[src/adp_pkg.sv]
`default_nettype none
// shared map, field layout and reset values for the adc dma progress and event unit
package adp_pkg;
	// register byte addresses on the avalon bus
	localparam logic [31:0] PEND_OFS = 32'h4000a810;
	// write-only clear alias of the pending register
	localparam logic [31:0] CLR_OFS = 32'h4000a818;
	localparam logic [31:0] EN_OFS = 32'h4000a850;
	localparam logic [31:0] CUR_OFS = 32'h4000d020;
	localparam logic [31:0] CNT_OFS = 32'h4000d024;
	// number of second-level event sources
	localparam int EV_W = 5;
	// event bit positions, shared by pending, clear and enable
	localparam int EV_OVF = 4;
	localparam int EV_SAT = 3;
	localparam int EV_FULL = 2;
	localparam int EV_HALF = 1;
	localparam int EV_DATA = 0;
	// buffer index width: results counted, not bytes
	localparam int CNT_W = 13;
	// next-address field starts at bit 1 (halfword address)
	localparam int CUR_LSB = 1;
	// reset values
	localparam logic [31:0] CUR_RST = 32'h20000000;
	localparam logic [CNT_W-1:0] CNT_RST = 13'h0000;
	localparam logic [EV_W-1:0] PEND_RST = 5'h00;
	localparam logic [EV_W-1:0] EN_RST = 5'h00;
	localparam logic [31:0] RD_UNMAPPED = 32'h00000000;
	// bus handshake states
	typedef enum logic [0:0] {BUS_IDLE, BUS_ACK} adp_bus_t;
endpackage : adp_pkg
`default_nettype wire

[src/adp_reg_if.sv]
`timescale 1ns/1ps
`default_nettype none
// accepted register access from the bus slave to the register file
interface adp_reg_if;
	// write accepted this edge
	logic acc_wr;
	// byte address of the access
	logic [31:0] addr;
	logic [31:0] wdata;
	logic [3:0] be;
	// read value for addr, from the register file
	logic [31:0] rdata;
	modport slave (output acc_wr, addr, wdata, be, input rdata);
	modport regs (input acc_wr, addr, wdata, be, output rdata);
endinterface : adp_reg_if
`default_nettype wire

[src/adp_avs.sv]
`timescale 1ns/1ps
`default_nettype none
// avalon-mm slave with one fixed wait state
module adp_avs (
	input wire logic clock,
	input wire logic srst,
	input wire logic [31:0] avs_address,
	input wire logic avs_read,
	input wire logic avs_write,
	input wire logic [31:0] avs_writedata,
	input wire logic [3:0] avs_byteenable,
	output logic [31:0] avs_readdata,
	output logic avs_waitrequest,
	adp_reg_if.slave regs
);
	import adp_pkg::*;

	// handshake state
	adp_bus_t state_r;

	// pass the held request straight through; master keeps it stable
	assign regs.addr = avs_address;
	assign regs.wdata = avs_writedata;
	assign regs.be = avs_byteenable;
	// write lands only on the edge where waitrequest is seen low
	assign regs.acc_wr = avs_write & (state_r == BUS_ACK);

	// idle -> ack for one cycle, then back to idle
	always_ff @(posedge clock) begin
		if (srst) begin
			state_r <= BUS_IDLE;
		end else begin
			case (state_r)
				BUS_IDLE: begin
					if (avs_read | avs_write) begin
						state_r <= BUS_ACK;
					end
				end
				BUS_ACK: begin
					state_r <= BUS_IDLE;
				end
				default: begin
					state_r <= BUS_IDLE;
				end
			endcase
		end
	end

	// waitrequest idles high, so the first cycle of a request always waits
	always_ff @(posedge clock) begin
		if (srst) begin
			avs_waitrequest <= 1'b1;
		end else begin
			avs_waitrequest <= !((state_r == BUS_IDLE) & (avs_read | avs_write));
		end
	end

	// read data captured one cycle early, stands during the ack cycle
	always_ff @(posedge clock) begin
		if (srst) begin
			avs_readdata <= RD_UNMAPPED;
		end else if ((state_r == BUS_IDLE) & avs_read) begin
			avs_readdata <= regs.rdata;
		end
	end
endmodule : adp_avs
`default_nettype wire

[src/adp_dma_prog.sv]
`timescale 1ns/1ps
`default_nettype none
// dma progress: next write address, stored count, buffer events
module adp_dma_prog #(
	parameter int CW = 13
) (
	input wire logic clock,
	input wire logic srst,
	input wire logic dma_load,
	input wire logic dma_reset,
	input wire logic dma_autowrap,
	input wire logic [CW:0] dma_base_addr,
	input wire logic [CW-1:0] buffer_length_results,
	input wire logic result_ready,
	input wire logic [15:0] result_data,
	output logic [CW-1:0] next_address_value,
	output logic [CW-1:0] results_written_value,
	output logic dma_active,
	output logic dma_overflow_status,
	output logic buffer_overflow_event,
	output logic buffer_full_event,
	output logic buffer_half_event,
	output logic ram_we,
	output logic [CW:0] ram_addr,
	output logic [15:0] ram_wdata
);
	// result accepted into the buffer this cycle
	logic store;
	logic [CW-1:0] cnt_inc;
	logic [CW-1:0] half_len;
	assign store = result_ready & dma_active;
	assign cnt_inc = results_written_value + 1'b1;
	assign half_len = buffer_length_results >> 1;

	// address and count; load and dma reset both restart at the base
	always_ff @(posedge clock) begin
		if (srst) begin
			dma_active <= 1'b0;
			results_written_value <= '0;
			next_address_value <= '0;
		end else if (dma_reset | dma_load) begin
			dma_active <= dma_load & !dma_reset;
			results_written_value <= '0;
			next_address_value <= dma_base_addr[CW:1];
		end else if (store) begin
			if (cnt_inc == buffer_length_results) begin
				// full: wrap or stop, count held at length when linear
				dma_active <= dma_autowrap;
				results_written_value <= dma_autowrap ? '0 : cnt_inc;
				next_address_value <= dma_autowrap ? dma_base_addr[CW:1] : next_address_value + 1'b1;
			end else begin
				results_written_value <= cnt_inc;
				next_address_value <= next_address_value + 1'b1;
			end
		end
	end

	always_ff @(posedge clock) begin
		if (srst | dma_reset) begin
			dma_overflow_status <= 1'b0;
		end else if (result_ready & !dma_active) begin
			dma_overflow_status <= 1'b1;
		end
	end

	always_ff @(posedge clock) begin
		if (srst) begin
			buffer_overflow_event <= 1'b0;
			buffer_full_event <= 1'b0;
			buffer_half_event <= 1'b0;
		end else begin
			buffer_overflow_event <= result_ready & !dma_active;
			buffer_full_event <= store & (cnt_inc == buffer_length_results);
			buffer_half_event <= store & (half_len != '0) & (cnt_inc == half_len);
		end
	end

	// ram write port, one cycle behind the store
	always_ff @(posedge clock) begin
		if (srst) begin
			ram_we <= 1'b0;
			ram_addr <= '0;
			ram_wdata <= 16'h0000;
		end else begin
			ram_we <= store;
			ram_addr <= {next_address_value, 1'b0};
			ram_wdata <= result_data;
		end
	end
endmodule : adp_dma_prog
`default_nettype wire

[src/adp_dma_irq.sv]
`timescale 1ns/1ps
`default_nettype none
module adp_dma_irq (
	input wire logic clock,
	input wire logic srst,
	// avalon-mm register port, byte addressed
	input wire logic [31:0] avs_address,
	input wire logic avs_read,
	input wire logic avs_write,
	input wire logic [31:0] avs_writedata,
	input wire logic [3:0] avs_byteenable,
	output logic [31:0] avs_readdata,
	output logic avs_waitrequest,
	// dma controls from the surrounding adc
	input wire logic dma_load,
	input wire logic dma_reset,
	input wire logic dma_autowrap,
	input wire logic [adp_pkg::CNT_W:0] dma_base_addr,
	input wire logic [adp_pkg::CNT_W-1:0] buffer_length_results,
	// conversion results and gain stage
	input wire logic result_ready,
	input wire logic [15:0] result_data,
	input wire logic gain_saturation,
	// buffer ram write port
	output logic ram_we,
	output logic [adp_pkg::CNT_W:0] ram_addr,
	output logic [15:0] ram_wdata,
	// status toward the adc
	output logic dma_active,
	output logic dma_overflow_status,
	// peripheral-level request to the vectored controller
	output logic adc_irq
);
	import adp_pkg::*;

	// accepted register accesses
	adp_reg_if regs ();

	// progress values from the dma tracker
	logic [CNT_W-1:0] next_address_value;
	logic [CNT_W-1:0] results_written_value;
	// buffer event pulses from the dma tracker
	logic buffer_overflow_event;
	logic buffer_full_event;
	logic buffer_half_event;
	// gain saturation and data-ready pulses, taken as is
	logic gain_saturation_event;
	logic result_ready_event;

	// all five sources in flag order
	logic [EV_W-1:0] ev_set;
	// write-one-clear mask for this cycle
	logic [EV_W-1:0] ev_clr;
	// sticky pending flags
	logic [EV_W-1:0] adc_event_pending_r;
	// enables, same layout
	logic [EV_W-1:0] adc_event_enable_r;
	logic [EV_W-1:0] adc_event_enable_nxt;
	// decoded write targets
	logic wr_pend;
	logic wr_clr;
	logic wr_en;

	// bus slave: one wait state per access
	adp_avs u_avs (
		.clock(clock),
		.srst(srst),
		.avs_address(avs_address),
		.avs_read(avs_read),
		.avs_write(avs_write),
		.avs_writedata(avs_writedata),
		.avs_byteenable(avs_byteenable),
		.avs_readdata(avs_readdata),
		.avs_waitrequest(avs_waitrequest),
		.regs(regs.slave)
	);

	// dma tracker: address, count, overflow, thresholds
	adp_dma_prog #(
		.CW(CNT_W)
	) u_prog (
		.clock(clock),
		.srst(srst),
		.dma_load(dma_load),
		.dma_reset(dma_reset),
		.dma_autowrap(dma_autowrap),
		.dma_base_addr(dma_base_addr),
		.buffer_length_results(buffer_length_results),
		.result_ready(result_ready),
		.result_data(result_data),
		.next_address_value(next_address_value),
		.results_written_value(results_written_value),
		.dma_active(dma_active),
		.dma_overflow_status(dma_overflow_status),
		.buffer_overflow_event(buffer_overflow_event),
		.buffer_full_event(buffer_full_event),
		.buffer_half_event(buffer_half_event),
		.ram_we(ram_we),
		.ram_addr(ram_addr),
		.ram_wdata(ram_wdata)
	);

	// gain stage and data register events arrive as pulses already
	assign gain_saturation_event = gain_saturation;
	assign result_ready_event = result_ready;

	// collect sources in their flag positions
	always_comb begin
		ev_set = '0;
		ev_set[EV_OVF] = buffer_overflow_event;
		ev_set[EV_SAT] = gain_saturation_event;
		ev_set[EV_FULL] = buffer_full_event;
		ev_set[EV_HALF] = buffer_half_event;
		ev_set[EV_DATA] = result_ready_event;
	end

	// write decode; only byte lane 0 carries the five flags
	assign wr_pend = regs.acc_wr & (regs.addr == PEND_OFS) & regs.be[0];
	assign wr_clr = regs.acc_wr & (regs.addr == CLR_OFS) & regs.be[0];
	assign wr_en = regs.acc_wr & (regs.addr == EN_OFS) & regs.be[0];

	assign ev_clr = (wr_pend | wr_clr) ? regs.wdata[EV_W-1:0] : '0;

	// one sticky flag per source; a set in the clearing cycle wins
	generate
		for (genvar i = 0; i < EV_W; i++) begin : g_flag
			always_ff @(posedge clock) begin
				if (srst) begin
					adc_event_pending_r[i] <= PEND_RST[i];
				end else if (ev_set[i]) begin
					adc_event_pending_r[i] <= 1'b1;
				end else if (ev_clr[i]) begin
					adc_event_pending_r[i] <= 1'b0;
				end
			end
		end
	endgenerate

	assign adc_event_enable_nxt = wr_en ? regs.wdata[EV_W-1:0] : adc_event_enable_r;

	// enable register, plain read-write
	always_ff @(posedge clock) begin
		if (srst) begin
			adc_event_enable_r <= EN_RST;
		end else begin
			adc_event_enable_r <= adc_event_enable_nxt;
		end
	end

	// registered so the request output is glitch free; costs one cycle
	always_ff @(posedge clock) begin
		if (srst) begin
			adc_irq <= 1'b0;
		end else begin
			adc_irq <= |(adc_event_pending_r & adc_event_enable_r);
		end
	end

	// read mux; unmapped and write-only addresses read zero
	always_comb begin
		regs.rdata = RD_UNMAPPED;
		case (regs.addr)
			PEND_OFS: begin
				regs.rdata[EV_W-1:0] = adc_event_pending_r;
			end
			EN_OFS: begin
				regs.rdata[EV_W-1:0] = adc_event_enable_r;
			end
			CUR_OFS: begin
				regs.rdata = CUR_RST | (32'(next_address_value) << CUR_LSB);
			end
			CNT_OFS: begin
				regs.rdata[CNT_W-1:0] = results_written_value;
			end
			default: begin
				regs.rdata = RD_UNMAPPED;
			end
		endcase
	end
endmodule : adp_dma_irq
`default_nettype wire

[config.mk]
export PLATFORM = sky130hd
export DESIGN_NAME = adp_dma_irq
export DESIGN_NICKNAME = d
export VERILOG_FILES = /design/src/adp_pkg.sv /design/src/adp_reg_if.sv /design/src/adp_avs.sv /design/src/adp_dma_prog.sv /design/src/adp_dma_irq.sv
export SDC_FILE = /design/constraint.sdc
export NUM_CORES = 1
export LEC_CHECK = 0
export BUFFER_PORTS_ARGS = -buffer_cell sky130_fd_sc_hd__buf_2
export CORE_ASPECT_RATIO = 0.5
export CORE_MARGIN = 3
export CORE_UTILIZATION = 49
export CTS_CLUSTER_SIZE = 8
export DETAILED_ROUTE_END_ITERATION = 16
export GPL_ROUTABILITY_DRIVEN = 0
export PLACE_DENSITY = 0.8
export SETUP_SLACK_MARGIN = 0.02
export SLEW_MARGIN = 0
export SYNTH_ARGS = -nofsm -noshare
export SYNTH_HDL_FRONTEND = slang
export SYNTH_SLANG_ARGS = --single-unit
[constraint.sdc]
create_clock -name clock -period 3.54 [get_ports clock]
set_clock_uncertainty 0.1 [all_clocks]
set_input_delay 0.708 -clock clock [delete_from_list [all_inputs] [get_ports clock]]
set_output_delay 0.708 -clock clock [all_outputs]
set_load 0.05 [all_outputs]
# Yosys cells after proc, flatten, opt, wreduce, memory -nomap -nowiden
# Cells that the tools add are included.
[totals]
elab_cells = 90
inputBits = 120
reg_bits = 107
[op_classes]
n_addsub = 2
bitwise = 21
reduce_logical = 14
mux = 25
n_eq_ne = 7
[op_table]
columns = ["op", "count"]
rows = [
  ["$eq A32 B31 Y1 const B", 5],
  ["$mux W13", 6],
  ["$add A13 B1 Y13 const B", 2],
  ["$pmux W5 S4", 1],
  ["$mux W17", 1],
  ["$pmux W8 S2", 1],
  ["$and A1 B1 Y1", 15],
  ["$mux W1", 14],
  ["$reduce_bool A2 Y1", 7],
  ["$eq A13 B12 Y1", 1],
  ["$eq A13 B13 Y1", 1],
  ["$reduce_bool A13 Y1", 1],
  ["$and A5 B5 Y5", 1],
  ["$mux W5", 1],
  ["$reduce_or A5 Y1", 1],
  ["$or A1 B1 Y1", 4],
  ["$logic_not A1 Y1", 3],
  ["$pmux W1 S2", 1],
  ["$reduce_and A2 Y1", 1],
  ["$reduce_or A2 Y1", 1],
  ["$not A1 Y1", 1],
]

# Longest topological paths before layout
# Gate-level depths: netlist (run 1).
[logic_depth]
depth_word = 7
depth_mapped = 10
mapped_depth_nobuf = 8

# Modules after synthesis
# Synthesis (run 1) repeated with hierarchy kept, for this count alone.
[hier_totals]
cells_unflattened = 705
hier_area_um2 = 6523.8
[modules_own_cells]
columns = ["mod", "cells_per_inst", "instances", "area_each_um2"]
rows = [
  ["adp_dma_prog", 365, 1, 3206.8],
  ["adp_avs", 219, 1, 2293.4],
  ["adp_dma_irq", 121, 1, 1023.5],
]

# Worst setup path before layout (run 1)
# No wires, ideal clock.
[synth_path]
path_kind = "input-to-reg"
start = "input port avs_address[17]"
end = "register adc_event_enable_r[0]"
setup_time_ns = 0.128
arrival_ns = 2.514
cell_stages = 5
setup_slack_ns = 0.798
cell_sequence = "or4b_1 -> or4_1 -> nor4_4 -> mux2i_1 -> nor2_1"
[synth_between]
elab_chain_cells = 3
[synth_lines]
columns = ["element", "line_no", "rtl"]
rows = [
  ["start, declared", "adp_dma_irq.sv:7", "input wire logic [31:0] avs_address,"],
  ["$eq A32 B31 Y1", "adp_dma_irq.sv:120", "assign wr_en = regs.acc_wr & (regs.addr == EN_OFS) & regs.be[0];"],
  ["$and A1 B1 Y1 (2 in a row)", "adp_dma_irq.sv:120", ""],
  ["end signal, assigned", "adp_dma_irq.sv:146", "adc_event_enable_r <= adc_event_enable_nxt;"],
  ["end, declared", "adp_dma_irq.sv:57", "logic [EV_W-1:0] adc_event_enable_r;"],
]
# No other way between the ends.
# A chain may end at the register's enable or synchronous reset.

# Worst setup path in the final report (run 1)
[layout_path]
start = "register u_prog.results_written_value[0]"
end = "register u_prog.next_address_value[10]"
[layout_between]
elab_chain_cells = 5
[layout_lines]
columns = ["element", "line_no", "rtl"]
rows = [
  ["start, declared", "adp_dma_prog.sv:17", "output logic [CW-1:0] results_written_value,"],
  ["start signal, assigned", "adp_dma_prog.sv:49", "results_written_value <= dma_autowrap ? '0 : cnt_inc;"],
  ["start signal, assigned", "adp_dma_prog.sv:52", "results_written_value <= cnt_inc;"],
  ["$add A13 B1 Y13", "adp_dma_prog.sv:32", "assign cnt_inc = results_written_value + 1'b1;"],
  ["$eq A13 B13 Y1", "adp_dma_prog.sv:46", "if (cnt_inc == buffer_length_results) begin"],
  ["$mux W13", "adp_dma_prog.sv:46", ""],
  ["$mux W13", "adp_dma_prog.sv:45", "end else if (store) begin"],
  ["$mux W13", "adp_dma_prog.sv:41", "end else if (dma_reset | dma_load) begin"],
  ["end signal, assigned", "adp_dma_prog.sv:44", "next_address_value <= dma_base_addr[CW:1];"],
  ["end signal, assigned", "adp_dma_prog.sv:50", "next_address_value <= dma_autowrap ? dma_base_addr[CW:1] : next_address_value + 1'b1;"],
  ["end signal, assigned", "adp_dma_prog.sv:53", "next_address_value <= next_address_value + 1'b1;"],
  ["end, declared", "adp_dma_prog.sv:16", "output logic [CW-1:0] next_address_value,"],
]
# No other way between the ends. The select of a mux whose other input is x is not followed.

==> reports/qor_table.md, run 1 <==
| Parameter | Reported |
| --- | --- |
| Fillcell total | 791 |
| Layout-stage area growth over the synthesis result | 20.7% |
| Final WS setup | 0.533 ns |
| Cell types with the largest area share after synthesis | sky130_fd_sc_hd__dfxtp_1, sky130_fd_sc_hd__xnor2_1, sky130_fd_sc_hd__nor2b_1, sky130_fd_sc_hd__mux2_2, sky130_fd_sc_hd__mux2i_1 |
| Relative contribution of combinational cells to total power | 14.2% |
| Met2 routed WL | 5580 um |
| Number of max-slew violations in the final report | 0 |
| Ant. Diodes | 0 |
| Routed met1 length | 5390 um |
| Wire length of the first global-routing pass | 20100 um |
| Count of mapped cells out of synthesis | 551 |
| Net switching fraction of the power | 27.4% |
| Classification of the worst-slack hold path | reg2reg |
| Final ANT Viol Nets | 0 |
| Aggregate global routing overflow | 0 |
| Number of antenna violations at the first check in global routing | 1 |
| Maximum clock path buffer count | 2 |
| Buffer cell driving the clock tree root | sky130_fd_sc_hd__clkbuf_16 |
| Chip Height | 75.5 um |
| Overall Global Routing Usage | 22.7% |
| Power Dens Cells | 428 mW/mm^2 |
| Clock slew at the register clock pins of the worst setup and hold paths | 0.07 ns |
| Share of post-route cells with drive strength above 1 | 28.0% |
| Most used flip-flop cell after synthesis | sky130_fd_sc_hd__dfxtp_1 |
| Critical Path Fanout Max | 34 |
| Final setup vio count | 0 |
| Clock tree sinks | 89 |
| Std-Cell Rows | 24 |
| Vias in the first global route | 4107 |
| Final Power | 2.45 mW |
| Number of top-level pins | 187 |
| Area enclosed by the die boundary | 0.0110 mm^2 |
| Startpoint types | flip-flop |
| Count of yosys warnings during synthesis | 0 |
| Setup total negative slack | 0 ns |
| Synth top area share | 37.6% |
| Syn_area_per_cell | 8.60 um^2 |
| TritonCTS Buffers | 9 |
| Fraction of registers with async set or reset after synthesis | 0% |
| Multi-input combinational cell area | 0.00269 mm^2 |
| Result of the run | finished clean |
| Worst endpoint required time | 3.64 ns |
| Achievable Freq | 333 MHz |
| Final worst path period share | 85.0% |
| Share of synthesized area occupied by flip-flops and latches | 37.6% |
| NumNets Final | 785 |
| Number of optimization iterations in the first detailed-route pass | 6 |
| Peak VDD IR | 0.215 mV |
| CTS tree | done |
| Number of buffers inserted by post-CTS setup repair | 0 |
| Number of placed instances with taps included | 782 |
| Static leakage | 2.43 nW |
| Number of cells in the finished layout apart from fillers | 798 |
| Final-report hold violation count | 0 |
| Internal power component | 1.78 mW |
| Vias | 4472 |
| # DRC | 0 |
| Post-synthesis sequential element count | 89 |
| Endpoint class of the critical path | flip-flop |
| Detail-routed via count per cell | 5.60 |
| Tmin final | 3.01 ns |
| Sequential group share of total power | 43.6% |
| Setup repair after global routing missed its margin | false |
| Met3 wire length | 1290 um |
| Total wire length after detailed routing | 12500 um |
| Cts hold-fix bufs | 0 |
| Largest area contributor in the netlist | sky130_fd_sc_hd__dfxtp_1 |
| Initial Util | 52.4% |
| Pin count of the biggest net entering global routing | 75 |
| Mapped Area | 0.00474 mm^2 |
| Crit Path Category | reg2reg |
| Clock Power Share | 42.3% |
| Post_cts resized | 0 |
| Total core area | 0.00904 mm^2 |
| Max capacitance violation total | 0 |
| Distinct cells, synth | 54 |
| Routed wire per std cell | 15.6 um |
| Die Span X | 145 um |
| Remaining max-slew budget at the tightest pin | 37.2% |
| CTS H-tree lvls | 3 |
| Number of enable flip-flop cells after synthesis | 0 |
| Post-place setup slack | 0.462 ns |
| Insertion delay to the later sink of the worst-skew pair | 0.34 ns |
| Top layer reached by signal wires | met5 |
| Switching pwr | 0.670 mW |
| Final cell utilization of the core | 63.2% |
| Half-perimeter wire length after detailed placement | 9130 um |
| Worst slew pin tran | 0.940 ns |
| Combined flip-flop and latch cell area | 0.00178 mm^2 |
| # port buffers | 137 |
| Initial detailed-routing violation count | 297 |
| CP arrival | 3.11 ns |
## worst max-delay path, stage by stage, from the launching register on
cell	delay, ns
sky130_fd_sc_hd__dfxtp_1	0.54
sky130_fd_sc_hd__ha_1	0.31
sky130_fd_sc_hd__nand3_1	0.27
sky130_fd_sc_hd__nor3_1	0.43
sky130_fd_sc_hd__xnor2_1	0.11
sky130_fd_sc_hd__and4_1	0.20
sky130_fd_sc_hd__o2111ai_4	0.10
sky130_fd_sc_hd__buf_4	0.43
sky130_fd_sc_hd__mux2i_1	0.26
sky130_fd_sc_hd__o22ai_1	0.10
## through the flow
| step | hold slack [ns] | area (um^2) |
|---|---|---|
| global placement | 0.334 | 5390 |
| finish | 0.346 | 5720 |
| detailed placement | 0.324 | 5390 |
| global route | 0.363 | 5720 |
| CTS | 0.351 | 5720 |
| floorplan | 0.313 | 4800 |
## layout by cell type, fill, tap and decap left out, drive strengths merged, types with 12 or more instances in the layout
cell	instances
mux2i	19
a22oi	14
mux2	17
nand2	48
conb	18
o22ai	12
a21oi	33
nor2b	35
dfxtp	89
xnor2	29
nor2	25
nand3	34
buf	144
nor3	25
## per-layer routing
| metal | global-route usage, % | up-vias |
|---|---|---|
| met1 | 28.9 | 2071 |
| li1 | - | 2160 |
| met4 | 7.36 | 2 |
| met5 | 0 | - |
| met3 | 8.20 | 25 |
| met2 | 36.9 | 214 |
## sequential cells by signal (all words and copies together), names as in the netlist, 5 cells and up
signal                        flops
u_prog.ram_wdata                 16
u_avs.avs_readdata               15
adc_event_pending_r               5
u_prog.ram_addr                  13
adc_event_enable_r                5
u_prog.next_address_value        13
u_prog.results_written_value     13
## path summary, 6_finish.rpt
check | start | end | slack, ns | depth (start not counted)
worst max-delay path | u_prog.results_written_value[0] | u_prog.next_address_value[10] | 0.53 | 9
worst min-delay path | u_avs.avs_readdata[8] | u_avs.avs_readdata[8] | 0.35 | 2
worst max register to register | u_prog.results_written_value[0] | u_prog.next_address_value[10] | 0.53 | 9
worst min register to register | u_avs.avs_readdata[8] | u_avs.avs_readdata[8] | 0.35 | 2
## power by group through the flow
stage	clock, mW	sequential (mW)	combinational [mW]
after global placement	0	1.09	0.339
after floorplan	0	1.16	0.180
after detailed placement	0	1.09	0.345
final	1.03	1.07	0.347
after global routing	1.10	1.07	0.374
after CTS	1.06	1.06	0.347
## cells in the mapped netlist (3+ instances only)
master / instances
sky130_fd_sc_hd__clkbuf_1: 33
sky130_fd_sc_hd__a22oi_1: 14
sky130_fd_sc_hd__a211oi_1: 4
sky130_fd_sc_hd__o2111ai_1: 3
sky130_fd_sc_hd__nor3_1: 24
sky130_fd_sc_hd__mux2i_1: 19
sky130_fd_sc_hd__inv_1: 5
sky130_fd_sc_hd__a221oi_1: 4
sky130_fd_sc_hd__nor4_1: 9
sky130_fd_sc_hd__buf_4: 20
sky130_fd_sc_hd__xnor2_1: 29
sky130_fd_sc_hd__o21ai_0: 7
sky130_fd_sc_hd__nand2_1: 48
sky130_fd_sc_hd__xor2_1: 11
sky130_fd_sc_hd__and3_1: 11
sky130_fd_sc_hd__nand2b_1: 3
sky130_fd_sc_hd__nor2_1: 25
sky130_fd_sc_hd__a31oi_1: 10
sky130_fd_sc_hd__buf_2: 4
sky130_fd_sc_hd__nor2b_1: 35
sky130_fd_sc_hd__a21oi_1: 33
sky130_fd_sc_hd__nand3_1: 34
sky130_fd_sc_hd__o21a_1: 3
sky130_fd_sc_hd__nand4_1: 8
sky130_fd_sc_hd__nor4b_1: 3
sky130_fd_sc_hd__o22ai_1: 12
sky130_fd_sc_hd__dfxtp_1: 89
sky130_fd_sc_hd__mux2_2: 17
## layout make-up
cell class | instances | share of cell area (%)
multi-input cells | 414 | 47.0
flip-flops and latches | 89 | 31.2
repair buffers | 144 | 12.9
clock buffers | 9 | 3.94
well taps | 130 | 2.85
clock inverters | 7 | 1.79
inverters | 5 | 0.328
## cells by family after synthesis
| kind of cell | synth area share, % |
|---|---|
| XOR/XNOR | 7.87 |
| AO/OA/AOI/OAI | 13.7 |
| buffers and inverters | 7.00 |
| adder cells (fa/ha/maj) | 0.528 |
| other | 0.0792 |
| AND/OR/NAND/NOR | 25.2 |
| flip-flops | 37.6 |
| multiplexers | 8.06 |
(Power assumes the default switching activity.)
==> run 2, diff against run 1 <==
clock period = 2.8 ns   (was 3.54 ns; I/O delays follow)
==> reports/qor_table.md, run 2 (synthesis gave the netlist of run 1 again) <==
| Parameter | Reported |
| --- | --- |
| # DRC | 0 |
| Number of antenna violations at the first check in global routing | 0 |
| Setup repair after global routing missed its margin | false |
| Clock slew at the register clock pins of the worst setup and hold paths | 0.07 ns |
| Most common cell after layout, fill and taps aside | sky130_fd_sc_hd__buf_2 |
| CP arrival | 2.70 ns |
| Leading registers by flop count | u_prog.ram_wdata (16), u_avs.avs_readdata (15) |
| Tmin final | 2.59 ns |
| Endpoint class of the critical path | flip-flop |
| Routed wire per std cell | 15.3 um |
| Fillcell total | 736 |
| Overall Global Routing Usage | 22.6% |
| Remaining max-slew budget at the tightest pin | 62.4% |
| Share of post-route cells with drive strength above 1 | 30.4% |
| Worst slew pin tran | 0.563 ns |
| Area enclosed by the die boundary | 0.0110 mm^2 |
| Chip Height | 75.5 um |
| Classification of the worst-slack hold path | in2reg |
| Ant. Diodes | 0 |
| Power Dens Cells | 521 mW/mm^2 |
| Std-Cell Rows | 24 |
| Path depth of the worst reg2reg path | 9 |
| Result of the run | finished clean |
| Number of flip-flops in the largest register | 16 |
| NumNets Final | 801 |
| Cts hold-fix bufs | 0 |
| Wire length of the first global-routing pass | 19800 um |
| Half-perimeter wire length after detailed placement | 9310 um |
| Number of optimization iterations in the first detailed-route pass | 5 |
| Clock tree sinks | 89 |
| Detail-routed via count per cell | 5.53 |
| Aggregate global routing overflow | 0 |
| Achievable Freq | 387 MHz |
| Post-DP Area | 0.00552 mm^2 |
| Startpoint types | flip-flop |
| Leading cell types in the layout, fill and taps excluded | sky130_fd_sc_hd__buf_2, sky130_fd_sc_hd__dfxtp_1, sky130_fd_sc_hd__nand2_1 |
| Final cell utilization of the core | 64.7% |
| Final worst path period share | 92.3% |
| Vias in the first global route | 4030 |
| Post-route cell area | 0.00585 mm^2 |
| Max capacitance violation total | 0 |
| Initial detailed-routing violation count | 371 |
| Number of top-level pins | 187 |
| Vias | 4505 |
| Worst endpoint required time | 2.91 ns |
| Layout-stage area growth over the synthesis result | 23.4% |
| Number of max-slew violations in the final report | 0 |
| Final setup vio count | 0 |
| Static leakage | 2.51 nW |
| TritonCTS Buffers | 9 |
| # port buffers | 137 |
| Largest Register | u_prog.ram_wdata |
| Final ANT Viol Nets | 0 |
| Maximum clock path buffer count | 2 |
| Hold Path Cell Cnt | 2 |
| Total core area | 0.00904 mm^2 |
| Setup total negative slack | 0 ns |
| Total wire length after detailed routing | 12500 um |
| Initial Util | 52.4% |
| Multi-input combinational cell area | 0.00270 mm^2 |
| Buffer cell driving the clock tree root | sky130_fd_sc_hd__clkbuf_16 |
| Crit Path Category | reg2reg |
| Combined flip-flop and latch cell area | 0.00178 mm^2 |
| Pin count of the biggest net entering global routing | 53 |
| CTS tree | done |
| Critical Path Fanout Max | 34 |
| Final-report hold violation count | 0 |
| Insertion delay to the later sink of the worst-skew pair | 0.35 ns |
| CTS H-tree lvls | 3 |
| Peak VDD IR | 0.286 mV |
| Die Span X | 145 um |
-- run 2: layout make-up --
| class | instances | area share (%) |
|---|---|---|
| inverters | 5 | 0.321 |
| flip-flops and latches | 89 | 30.5 |
| well taps | 130 | 2.78 |
| repair buffers | 160 | 14.9 |
| clock buffers | 9 | 3.85 |
| clock inverters | 7 | 1.46 |
| multi-input cells | 414 | 46.2 |
-- run 2: power by group --
part | switching [mW] | internal [mW]
Combinational | 0.298 | 0.149
Clock | 0.542 | 0.710
Sequential | 0.0350 | 1.31
Total | 0.876 | 2.17
-- run 2: worst paths after layout --
kind,startpoint,end,slack (ns)
setup reg to reg,u_prog.results_written_value[0],u_prog.next_address_value[2],0.21
hold reg to reg,u_avs.avs_readdata[11],u_avs.avs_readdata[11],0.35
hold / removal,dma_reset,u_prog.dma_active,0.31
setup / recovery,u_prog.results_written_value[0],u_prog.next_address_value[2],0.21
-- run 2: per-stage QoR --
step / cells / hold WS [ns] / power (mW) / setup WS, ns
final: 814 / 0.307 / 3.05 / 0.215
after global routing: 814 / 0.316 / 3.17 / 0.0771
after CTS: 814 / 0.298 / 3.06 / 0.0926
after detailed placement: 798 / 0.344 / 1.82 / 0.0571
after global placement: 798 / 0.336 / 1.81 / 0.118
after floorplan: 568 / 0.313 / 1.69 / 0.206
-- run 2: critical path, cell delays in order, from the launching register on --
cell	delay, ns
sky130_fd_sc_hd__dfxtp_2	0.39
sky130_fd_sc_hd__ha_2	0.25
sky130_fd_sc_hd__and3_2	0.28
sky130_fd_sc_hd__xnor2_1	0.14
sky130_fd_sc_hd__o2111ai_1	0.23
sky130_fd_sc_hd__nor4b_2	0.39
sky130_fd_sc_hd__o2111ai_4	0.17
sky130_fd_sc_hd__buf_12	0.21
sky130_fd_sc_hd__mux2i_1	0.18
sky130_fd_sc_hd__o22ai_1	0.09
-- run 2: routing by layer --
layer	up-vias	routed length, um	global-route usage, %
met4	0	193	6.62
met2	225	5580	37.3
met1	2070	5570	30.2
li1	2188	-	-
met5	-	0	0
met3	22	1130	5.70
-- run 2: timing repair --
action,4_1_cts,5_1_grt
buffers inserted,0,0
resized for setup,0,5
setup endpoints to repair,0,13
